`src/logic/cla_pkg.sv`:
```
// Purpose: constants and carrier types for the axis settings bank
// Assumes: classic wishbone, 32-bit data, word index registers
// Notes: byte address is four times the register index
package cla_pkg;
	localparam logic [7:0] IDX_VL_IGAIN = 8'h74;
	localparam logic [7:0] IDX_VL_ICLIP = 8'h75;
	localparam logic [7:0] IDX_VL_DDIV = 8'h76;
	localparam logic [7:0] IDX_VDEV_CLIP = 8'h77;
	localparam logic [7:0] IDX_CUR_UP_DLY = 8'h78;
	localparam logic [7:0] IDX_CUR_DN_DLY = 8'h79;
	localparam logic [7:0] IDX_POS_GAIN = 8'h7c;
	localparam logic [7:0] IDX_CORR_TOL = 8'h7d;
	localparam logic [7:0] IDX_STARTUP_WIN = 8'h7e;
	localparam logic [7:0] IDX_REL_ORIGIN = 8'h7f;
	localparam logic [7:0] IDX_LOOP_EN = 8'h81;
	localparam logic [7:0] IDX_SPEED_AVG = 8'h83;
	localparam logic [7:0] IDX_SPEED_RAW = 8'h84;
	localparam logic [7:0] IDX_INIT_DONE = 8'h85;
	localparam logic [7:0] IDX_ARRIVAL_WIN = 8'h86;
	localparam logic [7:0] IDX_FILT_WAIT = 8'h88;
	localparam logic [7:0] IDX_FILT_SEL = 8'h89;
	localparam logic [7:0] IDX_FILT_INT = 8'h8a;
	localparam logic [7:0] IDX_STEP_SUB = 8'h8c;
	localparam logic [7:0] IDX_BLANK = 8'ha2;
	localparam logic [7:0] IDX_CHOP_MODE = 8'ha3;
	localparam logic [7:0] IDX_FD_CMP_OFF = 8'ha4;
	localparam logic [7:0] IDX_HEND_FDT = 8'ha5;
	localparam logic [7:0] IDX_HSTR_SOFS = 8'ha6;
	localparam logic [3:0] STEP_SUB_MAX = 4'h8;
	localparam logic [3:0] STEP_SUB_RST = 4'h8;
	localparam logic [3:0] HSTR_MAX = 4'h8;
	localparam logic [14:0] ICLIP_MAX = 15'h7fff;
	localparam logic [1:0] ORIGIN_MAX = 2'h2;
	localparam int POS_GAIN_SHIFT = 16;
	localparam logic [15:0] INIT_CYCLES = 16'h03e8;

	typedef struct packed {
		logic hyst_mode;
		logic cmp_ends_decay;
		logic [3:0] hyst_end;
		logic [3:0] fast_decay_time;
		logic [3:0] hyst_start;
		logic [3:0] sine_offset;
		logic [1:0] blank_code;
		logic [8:0] usteps_log2_onehot;
	} cla_chop_t;

	typedef struct packed {
		logic [31:0] target_pos;
		logic [31:0] actual_pos;
		logic [31:0] encoder_pos;
	} cla_pos_t;
endpackage : cla_pkg

```
`src/logic/cla_axis_settings.sv`:
```
// Purpose: closed-loop and chopper settings bank for one stepper axis
// Assumes: one clock, synchronous active-high reset, classic wishbone
// Notes: ack one cycle after request, always answers, unmapped reads 0
// Function
// - loop enable bit switches closed loop
// - init flag reads 0 until init done
// - subdivision code selects 2^code microsteps
// - mode bit picks hysteresis or constant off
// - comparator off bit stops decay end in constant off mode
// - 4-bit field: hysteresis end or decay time
// - 0..8 field: hysteresis start or sine offset
// - 2-bit blank time code passed on
// - applied gain is setting over 65536
// - no current ramp inside startup window
// - target reached only within arrival window
// - integral sum clipped to configured limit
// - derivative evaluated on divided rate
// - velocity capped at max plus clip
// - current up/down paced by own delays
// - averaged and raw encoder speed readable
// - relative origin: target, actual, encoder
`timescale 1ns/1ps
module cla_axis_settings #(
	parameter int INIT_LEN = int'(cla_pkg::INIT_CYCLES)
) (
	input wire logic clk_i,
	input wire logic rst_i,
	input wire logic wb_cyc_i,
	input wire logic wb_stb_i,
	input wire logic wb_we_i,
	input wire logic [9:0] wb_adr_i,
	input wire logic [3:0] wb_sel_i,
	input wire logic [31:0] wb_dat_i,
	output logic [31:0] wb_dat_o,
	output logic wb_ack_o,
	input wire logic [31:0] speed_avg_i,
	input wire logic [31:0] speed_raw_i,
	input wire logic [31:0] pos_dev_i,
	input wire logic [31:0] vel_max_i,
	input wire logic [31:0] vel_req_i,
	input wire logic [31:0] vel_err_i,
	input wire logic cur_up_req_i,
	input wire logic cur_down_req_i,
	input wire cla_pkg::cla_pos_t pos_i,
	output cla_pkg::cla_chop_t chop_o,
	output logic loop_closure_o,
	output logic [31:0] rel_origin_o,
	output logic [23:0] applied_gain_int_o,
	output logic [15:0] applied_gain_frac_o,
	output logic current_ramp_ok_o,
	output logic target_reached_o,
	output logic [31:0] vel_limited_o,
	output logic [31:0] integ_sum_o,
	output logic deriv_tick_o,
	output logic cur_up_step_o,
	output logic cur_down_step_o
);
	import cla_pkg::*;

	////////////////////////////////////////////////////////////////////
	// register storage
	logic [23:0] igain_r;
	logic [14:0] iclip_r;
	logic [14:0] ddiv_r;
	logic [30:0] vdev_r;
	logic [23:0] up_dly_r;
	logic [23:0] dn_dly_r;
	logic [23:0] pgain_r;
	logic [7:0] tol_r;
	logic [7:0] swin_r;
	logic [1:0] origin_r;
	logic loop_en_r;
	logic [30:0] awin_r;
	logic [31:0] fwait_r;
	logic [31:0] fsel_r;
	logic [31:0] fint_r;
	logic [3:0] sub_r;
	logic [1:0] blank_r;
	logic mode_r;
	logic cmpoff_r;
	logic [3:0] hend_r;
	logic [3:0] hstr_r;
	logic init_done_r;
	logic ack_r;
	logic [31:0] rdat_r;

	////////////////////////////////////////////////////////////////////
	// bus decode
	// ack_r low gates req, so a request held past its ack is taken again every other cycle
	wire req = wb_cyc_i && wb_stb_i && !ack_r;
	wire [7:0] idx = wb_adr_i[9:2];
	// no byte lanes kept: partial writes are dropped
	wire wr = req && wb_we_i && (wb_sel_i == 4'hf);
	wire [31:0] d = wb_dat_i;
	logic [31:0] rmux;
	always_comb begin
		rmux = 32'h0;
		unique case (idx)
			IDX_VL_IGAIN: rmux = {8'h0, igain_r};
			IDX_VL_ICLIP: rmux = {17'h0, iclip_r};
			IDX_VL_DDIV: rmux = {17'h0, ddiv_r};
			IDX_VDEV_CLIP: rmux = {1'b0, vdev_r};
			IDX_CUR_UP_DLY: rmux = {8'h0, up_dly_r};
			IDX_CUR_DN_DLY: rmux = {8'h0, dn_dly_r};
			IDX_POS_GAIN: rmux = {8'h0, pgain_r};
			IDX_CORR_TOL: rmux = {24'h0, tol_r};
			IDX_STARTUP_WIN: rmux = {24'h0, swin_r};
			IDX_REL_ORIGIN: rmux = {30'h0, origin_r};
			IDX_LOOP_EN: rmux = {31'h0, loop_en_r};
			IDX_SPEED_AVG: rmux = speed_avg_i;
			IDX_SPEED_RAW: rmux = speed_raw_i;
			IDX_INIT_DONE: rmux = {31'h0, init_done_r};
			IDX_ARRIVAL_WIN: rmux = {1'b0, awin_r};
			IDX_FILT_WAIT: rmux = fwait_r;
			IDX_FILT_SEL: rmux = fsel_r;
			IDX_FILT_INT: rmux = fint_r;
			IDX_STEP_SUB: rmux = {28'h0, sub_r};
			IDX_BLANK: rmux = {30'h0, blank_r};
			IDX_CHOP_MODE: rmux = {31'h0, mode_r};
			IDX_FD_CMP_OFF: rmux = {31'h0, cmpoff_r};
			IDX_HEND_FDT: rmux = {28'h0, hend_r};
			IDX_HSTR_SOFS: rmux = {28'h0, hstr_r};
			default: rmux = 32'h0;
		endcase
	end

	always_ff @(posedge clk_i) begin
		if (rst_i) begin
			ack_r <= 1'b0;
			rdat_r <= 32'h0;
		end else begin
			ack_r <= req;
			rdat_r <= req ? rmux : 32'h0;
		end
	end
	assign wb_ack_o = ack_r;
	assign wb_dat_o = rdat_r;

	////////////////////////////////////////////////////////////////////
	// writes; read-only indices have no write branch
	always_ff @(posedge clk_i) begin
		if (rst_i) begin
			igain_r <= 24'h0;
			iclip_r <= 15'h0;
			ddiv_r <= 15'h0;
			vdev_r <= 31'h0;
			up_dly_r <= 24'h0;
			dn_dly_r <= 24'h0;
			pgain_r <= 24'h0;
			tol_r <= 8'h0;
			swin_r <= 8'h0;
			origin_r <= 2'h0;
			loop_en_r <= 1'b0;
			awin_r <= 31'h0;
			fwait_r <= 32'h0;
			fsel_r <= 32'h0;
			fint_r <= 32'h0;
			sub_r <= STEP_SUB_RST;
			blank_r <= 2'h0;
			mode_r <= 1'b0;
			cmpoff_r <= 1'b0;
			hend_r <= 4'h0;
			hstr_r <= 4'h0;
		end else if (wr) begin
			unique case (idx)
				IDX_VL_IGAIN: igain_r <= d[23:0];
				IDX_VL_ICLIP: iclip_r <= d[14:0];
				IDX_VL_DDIV: ddiv_r <= d[14:0];
				IDX_VDEV_CLIP: vdev_r <= d[30:0];
				IDX_CUR_UP_DLY: up_dly_r <= d[23:0];
				IDX_CUR_DN_DLY: dn_dly_r <= d[23:0];
				IDX_POS_GAIN: pgain_r <= d[23:0];
				IDX_CORR_TOL: tol_r <= d[7:0];
				IDX_STARTUP_WIN: swin_r <= d[7:0];
				IDX_REL_ORIGIN: if (d[1:0] <= ORIGIN_MAX) origin_r <= d[1:0];
				IDX_LOOP_EN: loop_en_r <= d[0];
				IDX_ARRIVAL_WIN: awin_r <= d[30:0];
				IDX_FILT_WAIT: fwait_r <= d;
				IDX_FILT_SEL: fsel_r <= d;
				IDX_FILT_INT: fint_r <= d;
				IDX_STEP_SUB: if (d[3:0] <= STEP_SUB_MAX) sub_r <= d[3:0];
				IDX_BLANK: blank_r <= d[1:0];
				IDX_CHOP_MODE: mode_r <= d[0];
				IDX_FD_CMP_OFF: cmpoff_r <= d[0];
				IDX_HEND_FDT: hend_r <= d[3:0];
				IDX_HSTR_SOFS: if (d[3:0] <= HSTR_MAX) hstr_r <= d[3:0];
				default: ;
			endcase
		end
	end

	////////////////////////////////////////////////////////////////////
	// initialization sequence after loop enable
	logic [15:0] init_cnt_r;
	wire [15:0] init_len = 16'(INIT_LEN);
	always_ff @(posedge clk_i) begin
		if (rst_i || !loop_en_r) begin
			init_cnt_r <= 16'h0;
			init_done_r <= 1'b0;
		end else if (!init_done_r) begin
			init_cnt_r <= init_cnt_r + 16'h1;
			init_done_r <= (init_cnt_r + 16'h1) >= init_len;
		end
	end
	assign loop_closure_o = loop_en_r;

	////////////////////////////////////////////////////////////////////
	// chopper settings
	// mode select
	// comparator gating only in constant off mode
	assign chop_o.hyst_mode = !mode_r;
	assign chop_o.cmp_ends_decay = !(mode_r && cmpoff_r);
	assign chop_o.hyst_end = mode_r ? 4'h0 : hend_r;
	assign chop_o.fast_decay_time = mode_r ? hend_r : 4'h0;
	assign chop_o.hyst_start = mode_r ? 4'h0 : hstr_r;
	assign chop_o.sine_offset = mode_r ? hstr_r : 4'h0;
	assign chop_o.blank_code = blank_r;
	assign chop_o.usteps_log2_onehot = 9'h1 << sub_r;

	////////////////////////////////////////////////////////////////////
	// position regulation
	// gain split into integer and fraction
	assign applied_gain_int_o = {16'h0, pgain_r[23:POS_GAIN_SHIFT]};
	assign applied_gain_frac_o = pgain_r[POS_GAIN_SHIFT-1:0];
	// most negative deviation stays itself, read as huge
	wire [31:0] dev_abs = pos_dev_i[31] ? 32'(-pos_dev_i) : pos_dev_i;
	assign current_ramp_ok_o = dev_abs > {24'h0, swin_r};
	assign target_reached_o = dev_abs <= {1'b0, awin_r};
	assign rel_origin_o = (origin_r == 2'h0) ? pos_i.target_pos :
		(origin_r == 2'h1) ? pos_i.actual_pos : pos_i.encoder_pos;

	////////////////////////////////////////////////////////////////////
	// velocity limiter
	wire [32:0] vcap = {1'b0, vel_max_i} + {2'b0, vdev_r};
	assign vel_limited_o = ({1'b0, vel_req_i} > vcap) ? vcap[31:0] : vel_req_i;

	logic [31:0] isum_r;
	// 33-bit sum: a large error must clip, never wrap round
	wire signed [32:0] iclip_s = {18'h0, iclip_r};
	wire signed [32:0] iadd = $signed({isum_r[31], isum_r}) +
		$signed({vel_err_i[31], vel_err_i});
	wire signed [32:0] iclamped = (iadd > iclip_s) ? iclip_s :
		(iadd < -iclip_s) ? -iclip_s : iadd;
	logic [14:0] dcnt_r;
	logic dtick_r;
	always_ff @(posedge clk_i) begin
		if (rst_i) begin
			dcnt_r <= 15'h0;
			dtick_r <= 1'b0;
		end else if (dcnt_r >= ddiv_r) begin
			dcnt_r <= 15'h0;
			dtick_r <= 1'b1;
		end else begin
			dcnt_r <= dcnt_r + 15'h1;
			dtick_r <= 1'b0;
		end
	end
	assign deriv_tick_o = dtick_r;
	// clipped integral sum, zero gain freezes it
	always_ff @(posedge clk_i) begin
		if (rst_i || !loop_en_r)
			isum_r <= 32'h0;
		else if (igain_r != 24'h0)
			isum_r <= iclamped[31:0];
	end
	assign integ_sum_o = isum_r;

	////////////////////////////////////////////////////////////////////
	// current pacing; each step waits its own delay
	logic [23:0] up_cnt_r;
	logic [23:0] dn_cnt_r;
	logic up_stp_r;
	logic dn_stp_r;
	wire up_due = up_cnt_r >= up_dly_r;
	wire dn_due = dn_cnt_r >= dn_dly_r;
	always_ff @(posedge clk_i) begin
		if (rst_i || !loop_en_r) begin
			up_cnt_r <= 24'h0;
			dn_cnt_r <= 24'h0;
			up_stp_r <= 1'b0;
			dn_stp_r <= 1'b0;
		end else begin
			up_stp_r <= cur_up_req_i && current_ramp_ok_o && up_due;
			dn_stp_r <= cur_down_req_i && dn_due;
			up_cnt_r <= (!cur_up_req_i || up_due) ?
				24'h0 : up_cnt_r + 24'h1;
			dn_cnt_r <= (!cur_down_req_i || dn_due) ?
				24'h0 : dn_cnt_r + 24'h1;
		end
	end
	assign cur_up_step_o = up_stp_r;
	assign cur_down_step_o = dn_stp_r;

	////////////////////////////////////////////////////////////////////
	// checks
	bus_ack_a: assert property (@(posedge clk_i) disable iff (rst_i)
		req |=> wb_ack_o) else $error("no ack after request");
	ro_write_a: assert property (@(posedge clk_i) disable iff (rst_i)
		wr && idx == IDX_INIT_DONE && loop_en_r == init_done_r
		|=> $stable(init_done_r)) else $error("init flag written");
	loop_en_a: assert property (@(posedge clk_i) disable iff (rst_i)
		wr && idx == IDX_LOOP_EN |=> loop_closure_o == $past(d[0]))
		else $error("loop enable not stored");
	init_off_a: assert property (@(posedge clk_i) disable iff (rst_i)
		!loop_en_r |=> !init_done_r) else $error("init flag set while off");
	sub_range_a: assert property (@(posedge clk_i) disable iff (rst_i)
		sub_r <= STEP_SUB_MAX) else $error("subdivision out of range");
	cmp_gate_a: assert property (@(posedge clk_i) disable iff (rst_i)
		!chop_o.cmp_ends_decay |-> mode_r && cmpoff_r)
		else $error("comparator gated wrongly");
	startup_hold_a: assert property (@(posedge clk_i) disable iff (rst_i)
		dev_abs <= {24'h0, swin_r} |=> !cur_up_step_o)
		else $error("current rose in startup window");
	arrival_a: assert property (@(posedge clk_i) disable iff (rst_i)
		target_reached_o |-> dev_abs <= {1'b0, awin_r})
		else $error("target reached outside window");
	iclip_a: assert property (@(posedge clk_i) disable iff (rst_i)
		$signed(isum_r) <= iclip_s) else $error("integral sum over clip");
	vcap_a: assert property (@(posedge clk_i) disable iff (rst_i)
		{1'b0, vel_limited_o} <= vcap) else $error("velocity over cap");

	////////////////////////////////////////////////////////////////////
	// pacing, range and refusal checks
	tick_due_a: assert property (@(posedge clk_i) disable iff (rst_i)
		dcnt_r >= ddiv_r |=> deriv_tick_o) else $error("tick missing");
	tick_gap_a: assert property (@(posedge clk_i) disable iff (rst_i)
		dcnt_r < ddiv_r |=> !deriv_tick_o) else $error("tick too early");
	up_pace_a: assert property (@(posedge clk_i) disable iff (rst_i)
		cur_up_step_o |-> $past(cur_up_req_i) && $past(up_due) &&
		$past(current_ramp_ok_o)) else $error("current up not paced");
	dn_pace_a: assert property (@(posedge clk_i) disable iff (rst_i)
		cur_down_step_o |-> $past(cur_down_req_i) && $past(dn_due))
		else $error("current down not paced");
	step_off_a: assert property (@(posedge clk_i) disable iff (rst_i)
		!loop_en_r |=> !cur_up_step_o && !cur_down_step_o)
		else $error("current step while loop off");
	init_start_a: assert property (@(posedge clk_i) disable iff (rst_i)
		$rose(loop_en_r) |-> !init_done_r) else $error("init flag early");
	origin_range_a: assert property (@(posedge clk_i) disable iff (rst_i)
		origin_r <= ORIGIN_MAX) else $error("origin code out of range");
	hstr_range_a: assert property (@(posedge clk_i) disable iff (rst_i)
		hstr_r <= HSTR_MAX) else $error("start offset out of range");
	iclip_lo_a: assert property (@(posedge clk_i) disable iff (rst_i)
		$signed(isum_r) >= -iclip_s) else $error("integral sum under clip");
	part_write_a: assert property (@(posedge clk_i) disable iff (rst_i)
		req && wb_we_i && wb_sel_i != 4'hf |=> $stable(igain_r))
		else $error("partial write stored");
	ack_drop_a: assert property (@(posedge clk_i) disable iff (rst_i)
		wb_ack_o |=> !wb_ack_o) else $error("ack held over two cycles");
	reach_in_a: assert property (@(posedge clk_i) disable iff (rst_i)
		dev_abs <= {1'b0, awin_r} |-> target_reached_o)
		else $error("target reached missing");
	vel_req_a: assert property (@(posedge clk_i) disable iff (rst_i)
		vel_limited_o <= vel_req_i) else $error("velocity above request");
endmodule : cla_axis_settings

```
`config.mk`:
```
export PLATFORM = sky130hd
export DESIGN_NAME = cla_axis_settings
export DESIGN_NICKNAME = d
export VERILOG_FILES = /design/src/logic/cla_pkg.sv /design/src/logic/cla_axis_settings.sv
export SDC_FILE = /design/constraint.sdc
export NUM_CORES = 2
export LEC_CHECK = 0
export ABC_CLOCK_PERIOD_IN_PS = 7000
export BUFFER_PORTS_ARGS = -buffer_cell sky130_fd_sc_hd__buf_2
export CAP_MARGIN = 30
export CORE_ASPECT_RATIO = 0.6
export CORE_MARGIN = 1
export CORE_UTILIZATION = 55
export DETAILED_ROUTE_END_ITERATION = 8
export PLACE_DENSITY = 0.8
export RECOVER_POWER = 25
export SETUP_SLACK_MARGIN = 0.2
export SLEW_MARGIN = 20
export SYNTH_ARGS = -nofsm -noshare
export SYNTH_HDL_FRONTEND = slang
export SYNTH_SLANG_ARGS = --single-unit
```
`constraint.sdc`:
```
create_clock -name clk_i -period 7 [get_ports clk_i]
set_input_delay 1.05 -clock clk_i [delete_from_list [all_inputs] [get_ports clk_i]]
set_output_delay 1.05 -clock clk_i [all_outputs]
set_load 0.005 [all_outputs]
```
==> key figures <==
Logic synthesis
  – Ys async rst share: 0%
  – Leading area contributor after synthesis: dfxtp_1
  – Most frequent cells after synthesis: nand2_1, dfxtp_1, a21oi_1
  – Largest cells by area after synthesis: dfxtp_1, ha_1, nand2_1, a21oi_1, xnor2_1
  – Synthesized flop and latch total: 467
  – Dominant synthesized flop cell: dfxtp_1
  – Synth unique cells: 84
  – Sequential share of the synthesized area: 31.7%
  – Most frequent cell after synthesis: nand2_1
  – YS warnings: 0
  – Number of flops mapped to enable cells by yosys: 0
  – Syn Area/Cell: 7.68 sq um
  – Post-Synthesis Cell Area: about 30000 sq um
  – Synth top area share: 31.7%
  – Post-Synthesis Cells: 3836

Floorplan
  – Area of the core: 52700 sq um
  – Die Y: 181 um
  – Die ar.: about 55000 sq um
  – Initial Util: 55.9%
  – Row cnt: 65
  – IO Pins: 545
  – Die X: 301 um

Setup path
  – CP endpoint kind: output port
  – Worst R2R Setup Slack: 0.97 ns
  – Worst setup SP type: input port
  – CP arrival: 5.58 ns
  – Worst reg2reg startpoint: integ_sum_o[0]$_SDFFE_PP0P_
  – Crit Path Category: input port to output port
  – Crit path largest cell delay: 0.38 ns
  – Worst endpoint required time: a little under 6 ns
  – Crit-path slowest cell: a221o_1
  – Reg2reg path depth: 20
  – Reg-to-Reg End: integ_sum_o[11]$_SDFFE_PP0P_
  – Worst-path maximum fanout: 12
  – Critical path cell sequence: buf_2 > ha_1 > a21o_1 > a21o_1 > a21o_1 > a211oi_2 > o21ai_0 > a211o_1 > a221o_1 > a31oi_1 > o21ai_0 > xnor2_1 > ha_1 > nor4_1 > a21oi_1 > o21ai_0 > a21oi_1 > nand4_1 > a31oi_1 > nand2_2 > buf_12 > buf_4 > mux2i_1 > buf_2

Placement
  – GPL Wtd Cong: about 1.0
  – DP Wirelength: roughly 81000 um
  – Placed cells: 4890
  – Number of port buffers: 526
  – Placement-stage cell area: 32700 sq um

Status
  – Status: finished with violations
  – Failing checks: capacitance limit, slew limit

CTS
  – Clk buf depth: 3
  – # clock sinks: 467
  – Clock edge transition at the registers on the reported setup and hold paths: 0.07 ns
  – H-tree depth: 2
  – CTS Root Cell: clkbuf_16
  – TritonCTS clock tree: built
  – CTS buffer count: 46
  – Worst-Skew Late Latency: 0.59 ns

Cells and area
  – Design area: 34400 sq um
  – Share of layout cells above drive strength 1: between 15 and 20%
  – Synth-to-layout area growth: 16.8%
  – Post-layout util: 65.3%
  – Final-stage net count: 4836
  – Finished Layout Cells: 4987

GRT
  – Initial antenna violation count: 9
  – Largest net degree at the start of global routing: 139
  – Global route overflow: 0
  – Global Route Usage Sum: 38.1%
  – Vias in the first global route: 27.8k
  – First-pass GRT wire length: 164000 um

Hold path
  – Hold depth: 2
  – Hold EP: fint_r[24]$_SDFFE_PP0P_
  – Worst hold path type: flop to flop
  – Start point of the worst hold path: fint_r[24]$_SDFFE_PP0P_

STA
  – Fmax: 151 MHz
  – Clock skew: 0.0184 ns
  – Final hold violation count: 0
  – Slew @ Worst Pin: 1.94 ns
  – Final Slew Violations: 139
  – Slew margin rel.: -29.7%
  – RSZ-0062 raised after global routing: false
  – Hold slack: 0.449 ns
  – # setup viols final: 0
  – Minimum clock period: around 6.6 ns
  – Period utilization: 94.7%

Detailed routing
  – Routed vias/inst: 6.21
  – Initial drt markers: 4252
  – Post-Route WL: 108000 um
  – 1st-pass router iterations: 7
  – Avg WL per Cell: 21.7 um
  – # DRC: 0
  – Via Count: 31.0k
  – Detail Route Antenna Nets: 0

Power
  – Pleak: 13.7 nW
  – Internal: 4.48 mW
  – Sequential share of power: 44.1%
  – VDD IR max: 0.172 mV
  – Power, Total: 6.02 mW
  – Switching power: around 1.5 mW
  – Pwr dens: 175 nW/um^2
  – Switch share: between 20% and 30%
  – Part of the power in the clock network: ~45%
  – Combinational power share: 10.9%

Job
  – # Max-Cap Violations: 4
-- cells in the final DEF (no fill, tap or decap), types with 87 or more instances in the layout --
master / instances
a21oi_1: 436
buf_2: 461
xnor2_1: 102
dfxtp_1: 465
nor2_1: 160
nand2_1: 775
a21o_1: 93
inv_1: 183
o21ai_0: 111
ha_1: 250
nand3_1: 87
-- kinds of logic (layout without fill, tap and decap cells) --
| group | after synthesis | count (layout) | synth area share, % |
|---|---|---|---|
| AND/OR/NAND/NOR | 1403 | 1403 | 21.6 |
| flip-flops | 467 | 467 | 31.7 |
| other | 1 | 21 | 0.0127 |
| AO/OA/AOI/OAI | 1020 | 1020 | 22.2 |
| multiplexers | 82 | 82 | 2.79 |
| XOR/XNOR | 167 | 167 | 4.96 |
| buffers and inverters | 443 | 871 | 5.89 |
| adder cells (fa/ha/maj) | 253 | 253 | 10.8 |
-- power by group through the flow --
stage / registers (mW) / clock network, mW / logic, mW
6_report: 2.66 / 2.71 / 0.658
5_1_grt: 2.66 / 2.82 / 0.712
4_1_cts: 2.66 / 2.70 / 0.637
3_5_place_dp: 2.72 / 0 / 0.632
3_3_place_gp: 2.72 / 0 / 0.624
2_1_floorplan: 2.72 / 0 / 0.349
-- critical path: cells and delay by family --
kind | cells | cell delay, ns
simple gates | 3 | 0.27
buf+inv | 4 | 0.55
compound gates | 13 | 2.74
mux | 1 | 0.16
xor+xnor | 1 | 0.20
fa+ha+maj | 2 | 0.58
-- registers in the layout, summed over array words and instances (netlist names), 31 cells and up --
name and count:
vdev_r 31, integ_sum_o 32, fsel_r 32, fwait_r 32, awin_r 31, fint_r 32, wb_dat_o 32
-- area by class of cell --
class,count,area (sq um)
Timing Repair Buffer,603,3230
Antenna cell,5,12.5
Multi-Input combinational cell,2941,18600
Clock inverter,19,258
Fill cell,4660,18300
Clock buffer,66,1370
Sequential cell,467,9350
Inverter,183,687
Tap cell,703,880
-- worst max-delay path by stage --
stage	depth (start not counted)	to	from	slack, ns
floorplan	23	vel_limited_o[10]	vel_max_i[0]	0.77
global route	25	vel_limited_o[9]	vel_max_i[1]	0.21
detailed placement	16	target_reached_o	pos_dev_i[11]	-0.13
global placement	16	target_reached_o	pos_dev_i[11]	-0.1
CTS	16	target_reached_o	pos_dev_i[11]	0.12
finish	24	vel_limited_o[9]	vel_max_i[10]	0.37
-- metrics by stage --
stage	TNS, ns	worst slack, ns
finish	0	0.369
global route	0	0.211
CTS	0	0.117
detailed placement	-0.128	-0.128
global placement	-0.0960	-0.0960
floorplan	0	0.768
-- timing repair --
| item | 4_1_cts | 5_1_grt |
|---|---|---|
| endpoints found under the hold margin | 0 | 0 |
| setup buffers | 0 | 2 |
| pin swaps | 0 | 9 |
| resized for setup | 2 | 18 |
| endpoints found under the setup margin | 26 | 33 |
| hold buffers | 0 | 0 |
-- routing by layer --
layer	GRT usage (%)	vias up	wire, um
met4	16.2	6	4810
met5	0	-	36
li1	-	14400	-
met2	54.8	2016	44600
met1	53.6	14300	44700
met3	9.39	269	14000
Note: power is estimated with default switching activity, not from simulation.
